`src/logic/gpev_pkg.sv`:
```
// Constants and types for the port input-mode and pin-event flag block.
// Assumes a single pclk domain and an APB master with 32-bit data.
package gpev_pkg;

    typedef logic [11:0] gpev_addr_t;
    typedef logic [31:0] gpev_data_t;
    typedef logic [7:0]  gpev_byte_t;

    // Register indexes; byte address is four times the index
    localparam gpev_byte_t GPEV_IDX_P0_FLAGS = 8'h89;
    localparam gpev_byte_t GPEV_IDX_P1_FLAGS = 8'h8a;
    localparam gpev_byte_t GPEV_IDX_P2_FLAGS = 8'h8b;
    localparam gpev_byte_t GPEV_IDX_EDGE_SEL = 8'h8c;
    localparam gpev_byte_t GPEV_IDX_IRQ_STAT = 8'h90;
    localparam gpev_byte_t GPEV_IDX_IRQ_CLR  = 8'h91;
    localparam gpev_byte_t GPEV_IDX_IRQ_EN   = 8'h92;
    localparam gpev_byte_t GPEV_IDX_P1_MODE  = 8'hf6;
    localparam gpev_byte_t GPEV_IDX_P2_CFG   = 8'hf7;

    // Field positions
    localparam int GPEV_PD2_BIT       = 7;
    localparam int GPEV_PD1_BIT       = 6;
    localparam int GPEV_PD0_BIT       = 5;
    localparam int GPEV_USB_RES_BIT   = 7;
    localparam int GPEV_EDGE_P0_BIT   = 0;
    localparam int GPEV_EDGE_P1_BIT   = 1;
    localparam int GPEV_EDGE_P2_BIT   = 2;
    localparam int GPEV_IRQ_P0_BIT    = 0;
    localparam int GPEV_IRQ_P1_BIT    = 1;
    localparam int GPEV_IRQ_P2_BIT    = 2;
    localparam int GPEV_IRQ_USB_BIT   = 3;

    // Implemented-bit masks
    localparam gpev_byte_t GPEV_P1_MODE_MASK  = 8'hfc;
    localparam gpev_byte_t GPEV_P1_PULL_MASK  = 8'hfc;
    localparam gpev_byte_t GPEV_P2_LOW_MASK   = 8'h1f;
    localparam gpev_byte_t GPEV_P0_USB_MASK   = 8'hbf;
    localparam gpev_byte_t GPEV_P0_PLAIN_MASK = 8'hff;
    localparam gpev_byte_t GPEV_EDGE_MASK     = 8'h07;
    localparam gpev_byte_t GPEV_IRQ_MASK      = 8'h0f;

    // Reset values
    localparam gpev_byte_t GPEV_P_FLAGS_RST  = 8'h00;
    localparam gpev_byte_t GPEV_P1_MODE_RST  = 8'h00;
    localparam gpev_byte_t GPEV_P2_CFG_RST   = 8'h00;
    localparam gpev_byte_t GPEV_EDGE_RST     = 8'h00;
    localparam gpev_byte_t GPEV_IRQ_RST      = 8'h00;

endpackage

```
`src/logic/gpev_edge_if.sv`:
```
// Carrier between the register block and its pin edge detector.
// Assumes pins are already synchronous to pclk.
interface gpev_edge_if #(
    parameter int W = 8
);
    logic         ce;
    logic [W-1:0] pins;
    logic         falling_sel;
    logic [W-1:0] evt;

    modport det (input ce, input pins, input falling_sel, output evt);
    modport ctl (output ce, output pins, output falling_sel, input evt);
endinterface

```
`src/logic/gpev_edge.sv`:
```
// Per-pin edge detector for one port.
// Assumes synchronous pin inputs; emits one-cycle event pulses.
module gpev_edge #(
    parameter int W = 8
) (
    input wire logic pclk,
    input wire logic presetn,
    gpev_edge_if.det e
);
    import gpev_pkg::*;

    logic [W-1:0] prev_r;
    logic         primed_r;

    // First sample after reset only primes history, so a pin high at reset is no edge
    always_ff @(posedge pclk or negedge presetn) begin
        if (!presetn) begin
            primed_r <= 1'b0;
        end else if (e.ce) begin
            primed_r <= 1'b1;
        end
    end

    genvar i;
    generate
        for (i = 0; i < W; i++) begin : g_bit
            always_ff @(posedge pclk or negedge presetn) begin
                if (!presetn) begin
                    prev_r[i] <= 1'b0;
                end else if (e.ce) begin
                    prev_r[i] <= e.pins[i];
                end
            end
            // Selected edge only; gated by ce so a frozen block sees no edge
            assign e.evt[i] = e.ce & primed_r & (e.falling_sel ? (prev_r[i] & ~e.pins[i])
                                                                : (~prev_r[i] & e.pins[i]));
        end
    endgenerate
endmodule

```
`src/logic/gpev_top.sv`:
```
// Port input-mode, pull select and pin-event flag registers behind APB.
// Assumes pins and usb_resume_evt are synchronous to pclk; one clock domain.
module gpev_top #(
    parameter bit USB_VARIANT = 1'b0
) (
    input  wire logic              pclk,
    input  wire logic              presetn,
    input  wire logic              ce,
    input  wire logic              psel,
    input  wire logic              penable,
    input  wire logic              pwrite,
    input  wire gpev_pkg::gpev_addr_t paddr,
    input  wire gpev_pkg::gpev_data_t pwdata,
    output gpev_pkg::gpev_data_t       prdata,
    output logic                   pready,
    output logic                   pslverr,
    input  wire logic [7:0]        port0_pins,
    input  wire logic [7:0]        port1_pins,
    input  wire logic [4:0]        port2_pins,
    input  wire logic              usb_resume_evt,
    output logic                   port0_pull_down_sel,
    output logic [7:0]             port1_pull_up_en,
    output logic [7:0]             port1_pull_down_en,
    output logic [4:0]             port2_pull_up_en,
    output logic [4:0]             port2_pull_down_en,
    output logic                   irq
);
    import gpev_pkg::*;

    // Byte addresses derived from the register indexes
    localparam gpev_addr_t A_P0_FLAGS = {2'b00, GPEV_IDX_P0_FLAGS, 2'b00};
    localparam gpev_addr_t A_P1_FLAGS = {2'b00, GPEV_IDX_P1_FLAGS, 2'b00};
    localparam gpev_addr_t A_P2_FLAGS = {2'b00, GPEV_IDX_P2_FLAGS, 2'b00};
    localparam gpev_addr_t A_EDGE_SEL = {2'b00, GPEV_IDX_EDGE_SEL, 2'b00};
    localparam gpev_addr_t A_IRQ_STAT = {2'b00, GPEV_IDX_IRQ_STAT, 2'b00};
    localparam gpev_addr_t A_IRQ_CLR  = {2'b00, GPEV_IDX_IRQ_CLR,  2'b00};
    localparam gpev_addr_t A_IRQ_EN   = {2'b00, GPEV_IDX_IRQ_EN,   2'b00};
    localparam gpev_addr_t A_P1_MODE  = {2'b00, GPEV_IDX_P1_MODE,  2'b00};
    localparam gpev_addr_t A_P2_CFG   = {2'b00, GPEV_IDX_P2_CFG,   2'b00};

    // Port 0 implemented flag bits depend on the variant
    localparam gpev_byte_t P0_MASK = USB_VARIANT ? GPEV_P0_USB_MASK : GPEV_P0_PLAIN_MASK;

    // Configuration and status registers
    gpev_byte_t p1_mode_r;
    gpev_byte_t p2_cfg_r;
    gpev_byte_t p0_flags_r;
    gpev_byte_t p1_flags_r;
    gpev_byte_t p2_flags_r;
    gpev_byte_t edge_sel_r;
    gpev_byte_t irq_stat_r;
    gpev_byte_t irq_en_r;

    gpev_byte_t p1_mode_nxt;
    gpev_byte_t p2_cfg_nxt;
    gpev_byte_t p0_flags_nxt;
    gpev_byte_t p1_flags_nxt;
    gpev_byte_t p2_flags_nxt;
    gpev_byte_t edge_sel_nxt;
    gpev_byte_t irq_stat_nxt;
    gpev_byte_t irq_en_nxt;

    // Bus handshake state
    logic       pready_r;
    logic       pslverr_r;
    gpev_data_t prdata_r;
    logic       irq_r;

    // Decoded access
    logic       setup_cyc;
    logic       wr_acc;
    logic       hit;
    logic       hit_p0;
    logic       hit_p1;
    logic       hit_p2;
    logic       hit_edge;
    logic       hit_stat;
    logic       hit_clr;
    logic       hit_en;
    logic       hit_mode1;
    logic       hit_cfg2;
    gpev_byte_t wbyte;
    gpev_data_t rd_val;

    // Event vectors
    gpev_byte_t set0;
    gpev_byte_t set1;
    gpev_byte_t set2;
    gpev_byte_t irq_set;
    gpev_byte_t clr0;
    gpev_byte_t clr1;
    gpev_byte_t clr2;
    gpev_byte_t irq_clr;

    // Edge detectors, one per port plus the resume line
    gpev_edge_if #(.W(8)) e0 ();
    gpev_edge_if #(.W(8)) e1 ();
    gpev_edge_if #(.W(5)) e2 ();
    gpev_edge_if #(.W(1)) eu ();

    assign e0.ce          = ce;
    assign e0.pins        = port0_pins;
    assign e0.falling_sel = edge_sel_r[GPEV_EDGE_P0_BIT];
    assign e1.ce          = ce;
    assign e1.pins        = port1_pins;
    assign e1.falling_sel = edge_sel_r[GPEV_EDGE_P1_BIT];
    assign e2.ce          = ce;
    assign e2.pins        = port2_pins;
    assign e2.falling_sel = edge_sel_r[GPEV_EDGE_P2_BIT];
    // Resume is always caught on its rising edge, whatever port 0 selects
    assign eu.ce          = ce;
    assign eu.pins        = usb_resume_evt;
    assign eu.falling_sel = 1'b0;

    gpev_edge #(.W(8)) u_edge0 (.pclk(pclk), .presetn(presetn), .e(e0));
    gpev_edge #(.W(8)) u_edge1 (.pclk(pclk), .presetn(presetn), .e(e1));
    gpev_edge #(.W(5)) u_edge2 (.pclk(pclk), .presetn(presetn), .e(e2));
    gpev_edge #(.W(1)) u_edgeu (.pclk(pclk), .presetn(presetn), .e(eu));

    // APB phases; pready answers in the first access cycle
    assign setup_cyc = psel & ~penable & ~pready_r;
    assign wr_acc    = psel & penable & pready_r & pwrite & ce;
    assign wbyte     = pwdata[7:0];

    // Address decode
    always_comb begin
        hit_p0    = 1'b0;
        hit_p1    = 1'b0;
        hit_p2    = 1'b0;
        hit_edge  = 1'b0;
        hit_stat  = 1'b0;
        hit_clr   = 1'b0;
        hit_en    = 1'b0;
        hit_mode1 = 1'b0;
        hit_cfg2  = 1'b0;
        if (paddr == A_P0_FLAGS) begin
            hit_p0 = 1'b1;
        end else if (paddr == A_P1_FLAGS) begin
            hit_p1 = 1'b1;
        end else if (paddr == A_P2_FLAGS) begin
            hit_p2 = 1'b1;
        end else if (paddr == A_EDGE_SEL) begin
            hit_edge = 1'b1;
        end else if (paddr == A_IRQ_STAT) begin
            hit_stat = 1'b1;
        end else if (paddr == A_IRQ_CLR) begin
            hit_clr = 1'b1;
        end else if (paddr == A_IRQ_EN) begin
            hit_en = 1'b1;
        end else if (paddr == A_P1_MODE) begin
            hit_mode1 = 1'b1;
        end else if (paddr == A_P2_CFG) begin
            hit_cfg2 = 1'b1;
        end
    end

    assign hit = hit_p0 | hit_p1 | hit_p2 | hit_edge | hit_stat | hit_clr
               | hit_en | hit_mode1 | hit_cfg2;

    // Read mux; unimplemented bits and the clear register read zero
    always_comb begin
        rd_val = '0;
        if (hit_p0) begin
            rd_val[7:0] = p0_flags_r;
        end else if (hit_p1) begin
            rd_val[7:0] = p1_flags_r;
        end else if (hit_p2) begin
            rd_val[7:0] = p2_flags_r & GPEV_P2_LOW_MASK;
        end else if (hit_edge) begin
            rd_val[7:0] = edge_sel_r;
        end else if (hit_stat) begin
            rd_val[7:0] = irq_stat_r;
        end else if (hit_en) begin
            rd_val[7:0] = irq_en_r;
        end else if (hit_mode1) begin
            rd_val[7:0] = p1_mode_r & GPEV_P1_MODE_MASK;
        end else if (hit_cfg2) begin
            rd_val[7:0] = p2_cfg_r;
        end
    end

    // Bus answer: one wait-free access phase; unmapped addresses report pslverr
    always_ff @(posedge pclk or negedge presetn) begin
        if (!presetn) begin
            pready_r  <= 1'b0;
            pslverr_r <= 1'b0;
            prdata_r  <= '0;
        end else if (ce) begin
            pready_r  <= setup_cyc;
            pslverr_r <= setup_cyc & ~hit;
            if (setup_cyc && !pwrite) begin
                prdata_r <= rd_val;
            end
        end
    end

    // Per-port set vectors; on the USB variant bit 6 never sets and bit 7 is resume
    always_comb begin
        if (USB_VARIANT) begin
            set0 = {eu.evt[0], 1'b0, e0.evt[5:0]};
        end else begin
            set0 = e0.evt;
        end
        set1 = e1.evt;
        set2 = {3'b000, e2.evt};
    end

    // Write of zero clears a flag, write of one keeps it
    always_comb begin
        clr0 = (wr_acc && hit_p0) ? ~wbyte : 8'h00;
        clr1 = (wr_acc && hit_p1) ? ~wbyte : 8'h00;
        clr2 = (wr_acc && hit_p2) ? ~wbyte : 8'h00;
    end

    // A new edge in the clearing cycle wins, so no event is lost
    assign p0_flags_nxt = ((p0_flags_r & ~clr0) | set0) & P0_MASK;
    assign p1_flags_nxt = (p1_flags_r & ~clr1) | set1;
    assign p2_flags_nxt = ((p2_flags_r & ~clr2) | set2) & GPEV_P2_LOW_MASK;

    always_ff @(posedge pclk or negedge presetn) begin
        if (!presetn) begin
            p0_flags_r <= GPEV_P_FLAGS_RST;
            p1_flags_r <= GPEV_P_FLAGS_RST;
            p2_flags_r <= GPEV_P_FLAGS_RST;
        end else if (ce) begin
            p0_flags_r <= p0_flags_nxt;
            p1_flags_r <= p1_flags_nxt;
            p2_flags_r <= p2_flags_nxt;
        end
    end

    // Input modes and pull selects
    always_comb begin
        p1_mode_nxt  = p1_mode_r;
        p2_cfg_nxt   = p2_cfg_r;
        edge_sel_nxt = edge_sel_r;
        if (wr_acc && hit_mode1) begin
            p1_mode_nxt = wbyte & GPEV_P1_MODE_MASK;
        end
        if (wr_acc && hit_cfg2) begin
            p2_cfg_nxt = wbyte;
        end
        if (wr_acc && hit_edge) begin
            edge_sel_nxt = wbyte & GPEV_EDGE_MASK;
        end
    end

    always_ff @(posedge pclk or negedge presetn) begin
        if (!presetn) begin
            p1_mode_r  <= GPEV_P1_MODE_RST;
            p2_cfg_r   <= GPEV_P2_CFG_RST;
            edge_sel_r <= GPEV_EDGE_RST;
        end else if (ce) begin
            p1_mode_r  <= p1_mode_nxt;
            p2_cfg_r   <= p2_cfg_nxt;
            edge_sel_r <= edge_sel_nxt;
        end
    end

    // Interrupt status: any pin event of a port sets that port's sticky bit, except port 0 pins 6 and 7 on the USB variant
    always_comb begin
        irq_set = 8'h00;
        irq_set[GPEV_IRQ_P0_BIT]  = |(set0 & ~(8'h01 << GPEV_USB_RES_BIT)) | (~USB_VARIANT & set0[GPEV_USB_RES_BIT]);
        irq_set[GPEV_IRQ_P1_BIT]  = |set1;
        irq_set[GPEV_IRQ_P2_BIT]  = |set2;
        irq_set[GPEV_IRQ_USB_BIT] = USB_VARIANT & set0[GPEV_USB_RES_BIT];
        irq_clr = (wr_acc && hit_clr) ? wbyte : 8'h00;
        irq_en_nxt = (wr_acc && hit_en) ? (wbyte & GPEV_IRQ_MASK) : irq_en_r;
    end

    // Set beats clear here as well
    assign irq_stat_nxt = ((irq_stat_r & ~irq_clr) | irq_set) & GPEV_IRQ_MASK;

    always_ff @(posedge pclk or negedge presetn) begin
        if (!presetn) begin
            irq_stat_r <= GPEV_IRQ_RST;
            irq_en_r   <= GPEV_IRQ_RST;
        end else if (ce) begin
            irq_stat_r <= irq_stat_nxt;
            irq_en_r   <= irq_en_nxt;
        end
    end

    // Level interrupt, one cycle behind status so it leaves a flip-flop
    always_ff @(posedge pclk or negedge presetn) begin
        if (!presetn) begin
            irq_r <= 1'b0;
        end else if (ce) begin
            irq_r <= |(irq_stat_r & irq_en_r);
        end
    end

    // Pad controls registered; tristate pins get neither pull
    always_ff @(posedge pclk or negedge presetn) begin
        if (!presetn) begin
            port0_pull_down_sel <= 1'b0;
            port1_pull_up_en    <= 8'h00;
            port1_pull_down_en  <= 8'h00;
            port2_pull_up_en    <= 5'h00;
            port2_pull_down_en  <= 5'h00;
        end else if (ce) begin
            port0_pull_down_sel <= p2_cfg_r[GPEV_PD0_BIT];
            // Pins 0 and 1 of port 1 have no pull, masked off
            port1_pull_up_en   <= ~p1_mode_r & GPEV_P1_PULL_MASK
                                  & {8{~p2_cfg_r[GPEV_PD1_BIT]}};
            port1_pull_down_en <= ~p1_mode_r & GPEV_P1_PULL_MASK
                                  & {8{p2_cfg_r[GPEV_PD1_BIT]}};
            port2_pull_up_en   <= ~p2_cfg_r[4:0] & {5{~p2_cfg_r[GPEV_PD2_BIT]}};
            port2_pull_down_en <= ~p2_cfg_r[4:0] & {5{p2_cfg_r[GPEV_PD2_BIT]}};
        end
    end

    assign prdata  = prdata_r;
    assign pready  = pready_r;
    assign pslverr = pslverr_r;
    assign irq     = irq_r;
endmodule

```
`config.mk`:
```
export PLATFORM = sky130hd
export DESIGN_NAME = gpev_top
export DESIGN_NICKNAME = d
export VERILOG_FILES = /design/src/logic/gpev_pkg.sv /design/src/logic/gpev_edge_if.sv /design/src/logic/gpev_edge.sv /design/src/logic/gpev_top.sv
export SDC_FILE = /design/constraint.sdc
export NUM_CORES = 1
export LEC_CHECK = 0
export BUFFER_PORTS_ARGS = -buffer_cell sky130_fd_sc_hd__buf_2
export CAP_MARGIN = 30
export CORE_MARGIN = 2
export CORE_UTILIZATION = 58
export CTS_CLUSTER_DIAMETER = 30
export DETAILED_ROUTE_END_ITERATION = 10
export GPL_TIMING_DRIVEN = 0
export PLACE_DENSITY = 0.86
export SYNTH_ARGS = -nofsm -noshare
export SYNTH_HDL_FRONTEND = slang
export SYNTH_SLANG_ARGS = --single-unit
```
`constraint.sdc`:
```
create_clock -name pclk -period 2.5 [get_ports pclk]
set_clock_uncertainty 0.1 [all_clocks]
set_input_delay 0.25 -clock pclk [delete_from_list [all_inputs] [get_ports pclk]]
set_output_delay 0.25 -clock pclk [all_outputs]
set_load 0.005 [all_outputs]
```
# Word level (Yosys, flattened, before mapping)
# Index checks and enable logic that the tools add are counted.
[totals] memories=0 mem_bits_rw=0 regBits=106 inputBits=72 word_cells=292 latchBits=0 mem_bits_ro=0
[op_classes] eq_ne=9 div_mod_pow=0 n_lt_le_gt_ge=0 n_bitwise=147 addsub=0 n_reduce_logical=19 muxes=78 shift=0 multipliers=0
[ops] op="$eq A12 B10 Y1 const B" count=9
[ops] op="$mux W8" count=10
[ops] op="$and A1 B1 Y1" count=71
[ops] op="$mux W1" count=66
[ops] op="$not A1 Y1" count=47
[ops] op="$and A8 B8 Y8" count=4
[ops] op="$not A8 Y8" count=4
[ops] op="$or A8 B8 Y8" count=2
[ops] op="$reduce_or A8 Y1" count=2
[ops] op="$and A5 B5 Y5" count=3
[ops] op="$not A5 Y5" count=2
[ops] op="$reduce_and A2 Y1" count=5
[ops] op="$logic_and A1 B1 Y1" count=9
[ops] op="$or A1 B1 Y1" count=9
[ops] op="$and A4 B4 Y4" count=2
[ops] op="$reduce_or A7 Y1" count=1
[ops] op="$mux W5" count=1
[ops] op="$or A5 B5 Y5" count=1
[ops] op="$reduce_or A5 Y1" count=1
[ops] op="$mux W4" count=1
[ops] op="$not A4 Y4" count=1
[ops] op="$or A4 B3 Y4" count=1
[ops] op="$logic_not A1 Y1" count=1

# Depth between registers and ports, before layout
# Gate-level depths: netlist of the first run.
[logic_depth] ltp_word=18 mapped_depth=7 depth_no_buf=5

# Cells and area by module
# A second synthesis of the first run with hierarchy kept.
[hier_totals] cells_unflattened=525 area_unflattened_um2=5456.5
[modules_own_cells] mod="gpev_top" cells_each=405 area_per_inst_um2=4087.7 n_inst=1
[modules_own_cells] mod="gpev_edge at u_edge0 ..." cells_each=45 area_per_inst_um2=511.7 n_inst=2
[modules_own_cells] mod="gpev_edge at u_edge2" cells_each=30 area_per_inst_um2=345.3 n_inst=1

# Worst setup path before layout of the first run
# No wires, ideal clock.
[synth_timing] path_kind="input to register" startpoint="input paddr[11]" endpoint="register p2_cfg_r[0]" path_buffers=1 stages=5 required_ns=2.275 arrival_ns=1.665 path_slack_ns=0.611 path_cell_list="or3b_1 > buf_4 > nor4b_4 > nand2_2 > mux2_2"
[synth_via] elab_chain_len=12
[synth_rtl] element="from (decl)" line="gpev_top.sv:12" rtl="input wire gpev_pkg::gpev_addr_t paddr,"
[synth_rtl] element="$eq A12 B10 Y1" line="gpev_top.sv:152" rtl="end else if (paddr == A_P2_CFG) begin"
[synth_rtl] element="$mux W1" line="gpev_top.sv:152"
[synth_rtl] element="$mux W1" line="gpev_top.sv:150" rtl="end else if (paddr == A_P1_MODE) begin"
[synth_rtl] element="$mux W1" line="gpev_top.sv:148" rtl="end else if (paddr == A_IRQ_EN) begin"
[synth_rtl] element="$mux W1" line="gpev_top.sv:146" rtl="end else if (paddr == A_IRQ_CLR) begin"
[synth_rtl] element="$mux W1" line="gpev_top.sv:144" rtl="end else if (paddr == A_IRQ_STAT) begin"
[synth_rtl] element="$mux W1" line="gpev_top.sv:142" rtl="end else if (paddr == A_EDGE_SEL) begin"
[synth_rtl] element="$mux W1" line="gpev_top.sv:140" rtl="end else if (paddr == A_P2_FLAGS) begin"
[synth_rtl] element="$mux W1" line="gpev_top.sv:138" rtl="end else if (paddr == A_P1_FLAGS) begin"
[synth_rtl] element="$mux W1 *" line="gpev_top.sv:136" rtl="if (paddr == A_P0_FLAGS) begin"
[synth_rtl] element="$logic_and A1 B1 Y1 *" line="gpev_top.sv:240" rtl="if (wr_acc && hit_cfg2) begin"
[synth_rtl] element="$reduce_and A2 Y1 (no source line) *"
[synth_rtl] element="to (signal assigned)" line="gpev_top.sv:255" rtl="p2_cfg_r <= p2_cfg_nxt;"
[synth_rtl] element="to (decl)" line="gpev_top.sv:46" rtl="gpev_byte_t p2_cfg_r;"
# Every way passes the cells marked *; elsewhere a longest branch is shown, timed or not.
# A chain may end at the register's enable or synchronous reset.

# Worst setup path after layout of the first run
[layout_timing] startpoint="register pready_r, in the netlist pready" endpoint="register irq_stat_r[1]"
[layout_via] elab_chain_len=8
[layout_rtl] element="from (decl)" line="gpev_top.sv:64" rtl="logic pready_r;"
[layout_rtl] element="from (signal assigned)" line="gpev_top.sv:189" rtl="pready_r <= setup_cyc;"
[layout_rtl] element="$and A1 B1 Y1 (3 in a row)" line="gpev_top.sv:122" rtl="assign wr_acc = psel & penable & pready_r & pwrite & ce;"
[layout_rtl] element="$logic_and A1 B1 Y1" line="gpev_top.sv:267" rtl="irq_clr = (wr_acc && hit_clr) ? wbyte : 8'h00;"
[layout_rtl] element="$mux W4" line="gpev_top.sv:267"
[layout_rtl] element="$not A4 Y4" line="gpev_top.sv:272" rtl="assign irq_stat_nxt = ((irq_stat_r & ~irq_clr) | irq_set) & GPEV_IRQ_MASK;"
[layout_rtl] element="$and A4 B4 Y4" line="gpev_top.sv:272"
[layout_rtl] element="$or A4 B3 Y4" line="gpev_top.sv:272"
[layout_rtl] element="to (signal assigned)" line="gpev_top.sv:279" rtl="irq_stat_r <= irq_stat_nxt;"
[layout_rtl] element="to (decl)" line="gpev_top.sv:51" rtl="gpev_byte_t irq_stat_r;"
# Every way passes these cells.

==> results of run 1 <==
-- through the flow --
step | setup slack (ps) | instance area [µm²]
floorplan | 611 | 5410
global placement | -15.2 | 5950
detailed placement | 33.6 | 5980
CTS | 423 | 6200
global route | 253 | 6200
finish | 351 | 6200
-- worst paths after layout --
check	end	slack (ps)	depth (start not counted)
worst max-delay path	irq_stat_r[1]	350	5
min in group asynchronous	u_edge2.prev_r[2]	250	2
worst max register to register	irq_stat_r[1]	350	5
worst min-delay path	u_edge0.prev_r[5]	30	2
worst min register to register	prdata[5]	400	2
max in group asynchronous	prdata[3]	1370	3
-- what timing repair did --
item                      CTS  global route
hold buffers                1             0
hold endpoints to repair   28             0
resized for setup           0             0
-- Yosys cell counts, drive strengths merged (3+ instances only) --
cell type and instances:
dfrtp 102, mux2 56, o21ai 56, nand2 40
nor2 40, buf 34, inv 23, a21oi 21
clkbuf 15, o22ai 14, nand2b 13, nor3 9
nor2b 8, nand3 7, nand3b 7, nor4 6
a221oi 5, a22oi 5, or4b 5, a31oi 4
nor3b 4, or2 4, mux2i 3, o2bb2ai 3
or3b 3
-- metal layers --
metal | vias up | track usage (%) | part of all wire (%)
met1 | 2146 | 39.0 | 44
met4 | 0 | 8.11 | 1.5
met5 | - | 0 | 0
met2 | 187 | 46.5 | 49
met3 | 19 | 4.92 | 5.9
li1 | 2064 | - | -
-- worst max-delay path, stage by stage (launching register included) --
cell	delay (ps)
dfrtp_1	400
nand2_1	60
nor2_1	610
and4_1	470
nand2_1	90
a221o_1	300
-- power breakdown --
| part | leakage (nW) | switching, W | internal, W | total, W |
|---|---|---|---|---|
| Clock | 0.105 | 0.000656 | 0.000406 | 0.00106 |
| Sequential | 1.18 | 0.0000415 | 0.00171 | 0.00175 |
| Combinational | 1.46 | 0.000224 | 0.000178 | 0.000402 |
-- logic make-up after synthesis --
kind of cell | after synthesis | share of synthesized area (%)
other | 1 | 0.0706
multiplexers | 59 | 12.4
AND/OR/NAND/NOR | 162 | 17.9
buffers and inverters | 72 | 7.18
flip-flops | 102 | 48.0
AO/OA/AOI/OAI | 126 | 14.4
-- sequential cells by signal, indices dropped and copies added (netlist names) --
signal	count
edge_sel_r	3
irq	1
irq_en_r	4
irq_stat_r	4
p0_flags_r	8
p1_flags_r	8
p1_mode_r	6
p2_cfg_r	8
p2_flags_r	5
port0_pull_down_sel	1
port1_pull_down_en	6
port1_pull_up_en	6
port2_pull_down_en	5
port2_pull_up_en	5
prdata	8
pready	1
pslverr	1
u_edge0.prev_r	8
u_edge1.prev_r	8
u_edge2.prev_r	5
u_edge2.primed_r	1
-- final cells by class --
type / count / area [µm²] / share of cell area (%)
Inverter: 23 / 86.3 / 1.39
Buffer: 49 / 295 / 4.76
Multi-Input combinational cell: 375 / 2480 / 40.0
Clock inverter: 7 / 86.3 / 1.39
Tap cell: 108 / 135 / 2.18
Timing Repair Buffer: 82 / 440 / 7.10
Clock buffer: 9 / 124 / 2.00
Sequential cell: 102 / 2550 / 41.2
==> impl_metrics.ini, run 1 <==
[status]
status = completed

[place]
post-dp-hpwl_um = 10200
port_buffers = 80
dp.cells = 738
place.gp.congestion = 0.875

[floorplanning]
fp.dieW_um = 99.7
pin_count = 134
num_rows = 34
fp.coreArea_um2 = 8810
die_h_um = 99.7
start_util_pct = 60.3
fp.dieArea_um2 = 9940

[synthesis]
syn-cell-area_um2 = 5310
synth_ff_type = dfrtp_1
yosys-top-cells-area = dfrtp_1 (48%), mux2_2 (12%), o21ai_0 (5.0%), buf_4 (4.1%), nor2_1 (2.8%)
yosys_warnings = 0
yosys.cell_types.count = 62
yosysSeqAreaShare_pct = 48.0
yosys.area.top_type = dfrtp_1
synth-seq-cells = 102
synth_edf_count = 0
netlist_instances = 522
synth_top_area_share_pct = 48.0
synth_area_per_cell_um2 = 10.2
async_flop_share_pct = 100

[finish]
stdcell_count = 755
antenna_cells = 0
syn2layout_area_growth_pct = 16.7
fin_nets = 714
mostFrequentLayoutCell = dfrtp_1
layout_common_cells = dfrtp_1 (102), buf_2 (81), mux2_2 (56), o21ai_0 (53), nor2_1 (40)
fill_cells = 685
fin_util_pct = 70.4
drive_gt1_share_pct = 31.5

[routing]
drt-initial-drc-count = 283
wire_per_inst_um = 17.9
post-route-drc-count = 0
dr.pass1.iters = 5
vias_per_cell = 5.85
drtAntennaViolNets = 0
num_vias = 4416
finalWirelength_um = 13500

[cts]
cts_tree = yes
cts_inserted_buffers = 9
postCtsSetupRepairBufs = 0
clk_latency_ps = 380
clock_path_buffers = 2
clkTransAtPathRegs_ps = 110
cts.sinks = 102
htreeDepth = 3
cts_root_buffer = clkbuf_8

[sta]
finalSetupViolCount = 0
grt_setup_unrepaired = false
max_clock_freq_mhz = 465
slew_headroom_pct = 47.9
whs_ps = 33.0
hold_violations = 0
finalCritPeriodShare_pct = 86.0
period_needed_ps = 2150
slew_violations = 0
tightest_slew_ps = 779
fin_setup_tns_ps = 0

[min_path]
min_from = port0_pins[5]
hold_path_class = input pin to flop

[worst_setup_path]
cp.arrival_ps = 2310
endpoint_kind = flop
r2r-start = pready
crit_type = flop to flop
cp.required_ps = 2660
setup.worst_path.start = pready
startpoint_type = flop
crit_fanout = 8

[pwr]
powerDensity_nw_per_um2 = 518
peakVddDrop_v = 0.000395
p_total_w = 0.00321
power.leakage_nw = 2.75

[global_route]
grt_max_degree = 75
overflow = 0
antenna_found_initial = 0
grt_pass1_wl_um = 21800
grt_pass1_vias = 4297
grt.total_usage_pct = 28.3

[run]
cap_viol_max_count = 0
(Power assumes the default switching activity.)
==> run 2: changes to the inputs <==
--- a/config.mk
+++ b/config.mk
@@ -6,7 +6,8 @@
 export NUM_CORES = 1
 export LEC_CHECK = 0
 export BUFFER_PORTS_ARGS = -buffer_cell sky130_fd_sc_hd__buf_2
-export CAP_MARGIN = 30
+export CAP_MARGIN = 20
+export CORE_ASPECT_RATIO = 1.1
 export CORE_MARGIN = 2
 export CORE_UTILIZATION = 58
 export CTS_CLUSTER_DIAMETER = 30
==> run 2 against run 1 <==
Net effect:
- die area is essentially flat
- combinational power hardly changed
- cell count increased by 0.79%
- sequential share of layout area is essentially flat
- clock power about the same
- design area is 0.12% higher
- critical path type is now input pin to flop
- critical endpoint is now edge_sel_r[2]
==> impl_metrics.ini, run 2 (synthesized netlist as in run 1, its figures left out) <==
[status]
status = completed

[floorplanning]
num_rows = 36
fp.dieW_um = 95.3
die_h_um = 104
fp.dieArea_um2 = 9940
fp.coreArea_um2 = 8870
pin_count = 134
start_util_pct = 59.9

[sta]
period_needed_ps = 2140
hold_violations = 0
finalSetupViolCount = 0
grt_setup_unrepaired = false
finalCritPeriodShare_pct = 85.4
slew_violations = 0
max_clock_freq_mhz = 468
fin_setup_tns_ps = 0
slew_headroom_pct = 40.7
tightest_slew_ps = 877

[finish]
finalInstanceArea_um2 = 6210
mostFrequentLayoutCell = dfrtp_1
antenna_cells = 0
fin_util_pct = 70.0
fin_nets = 714
syn2layout_area_growth_pct = 16.8
layout_common_cells = dfrtp_1 (102), buf_2 (81), mux2_2 (56), o21ai_0 (53), nor2_1 (40)
drive_gt1_share_pct = 31.5

[worst_setup_path]
cp.required_ps = 2670
crit_chain = buf_2, or2_2, clkbuf_1, nor3_1, and3_1, mux2_2
cp.arrival_ps = 2300
slowest_delay_ps = 630
worst_path_max_delay_cell = nor3_1
endpoint_kind = flop
crit_type = input pin to flop
startpoint_type = input pin
crit_fanout = 6

[global_route]
grt_pass1_wl_um = 21100
grt.total_usage_pct = 27.7
antenna_found_initial = 0
grt_max_degree = 56
overflow = 0
grt_pass1_vias = 4216

[cts]
clkTransAtPathRegs_ps = 110
postCtsSetupRepairBufs = 0
cts_inserted_buffers = 9
hold_buffers = 1
cts_tree = yes
cts.sinks = 102
clk_latency_ps = 390
cts_root_buffer = clkbuf_8
clock_path_buffers = 2
ctsResizeCount = 0
htreeDepth = 3

[place]
placed_area_um2 = 5990
port_buffers = 80
post-dp-hpwl_um = 10200
place.gp.congestion = 0.905

[run]
cap_viol_max_count = 0

[routing]
vias_per_cell = 5.89
post-route-drc-count = 0
num_vias = 4482
drt-initial-drc-count = 304
finalWirelength_um = 13500
dr.pass1.iters = 5
wire_per_inst_um = 17.7
drtAntennaViolNets = 0

[pwr]
power.leakage_nw = 2.75
peakVddDrop_v = 0.000446
powerDensity_nw_per_um2 = 517

[min_path]
hold_path_class = input pin to flop
-- run 2: where the power goes --
part / total (W) / internal (W) / switching, W
Combinational: 0.000403 / 0.000178 / 0.000225
Clock: 0.00106 / 0.000401 / 0.000660
Sequential: 0.00174 / 0.00171 / 0.0000395
Total: 0.00321 / 0.00228 / 0.000925
-- run 2: worst paths after layout --
kind	from	to	slack [ps]	cells after the start
setup / recovery	paddr[7]	edge_sel_r[2]	360	6
hold / removal	port0_pins[5]	u_edge0.prev_r[5]	10	2
setup reg to reg	pready	irq_stat_r[2]	390	5
hold reg to reg	u_edge2.primed_r	u_edge2.primed_r	400	1
max in group asynchronous	presetn	port1_pull_up_en[6]	1290	3
min in group asynchronous	presetn	u_edge1.prev_r[3]	330	2
-- run 2: layout make-up --
class / count / area (µm²)
buffer: 49 / 295
clock buffer: 9 / 124
clock inverter: 7 / 86.3
fill: 685 / 2670
inverter: 23 / 86.3
multi-input combinational: 375 / 2480
sequential: 102 / 2550
tap: 114 / 143
timing repair buffer: 82 / 440
-- run 2: through the flow --
step           hold slack [ps]  total power (W)  setup WS, ps  cells
2_1_floorplan             -146          0.00199           611    549
3_3_place_gp               365          0.00215          9.75    743
3_5_place_dp               219          0.00217          34.1    744
4_1_cts                   2.47          0.00322           410    761
5_1_grt                   11.4          0.00333           272    761
6_report                  13.0          0.00321           365    761
-- run 2: per-layer routing --
metal  wire, µm  track usage (%)  vias up
met5          0                0        -
li1           -                -     2068
met3       1050             6.45       36
met4        320             9.01        0
met1       5470             36.0     2183
met2       6620             45.6      195
-- run 2: critical path: cells and delay by family --
kind	cells	cell delay [ps]
simple gates	3	1330
mux	1	370
buf+inv	2	350
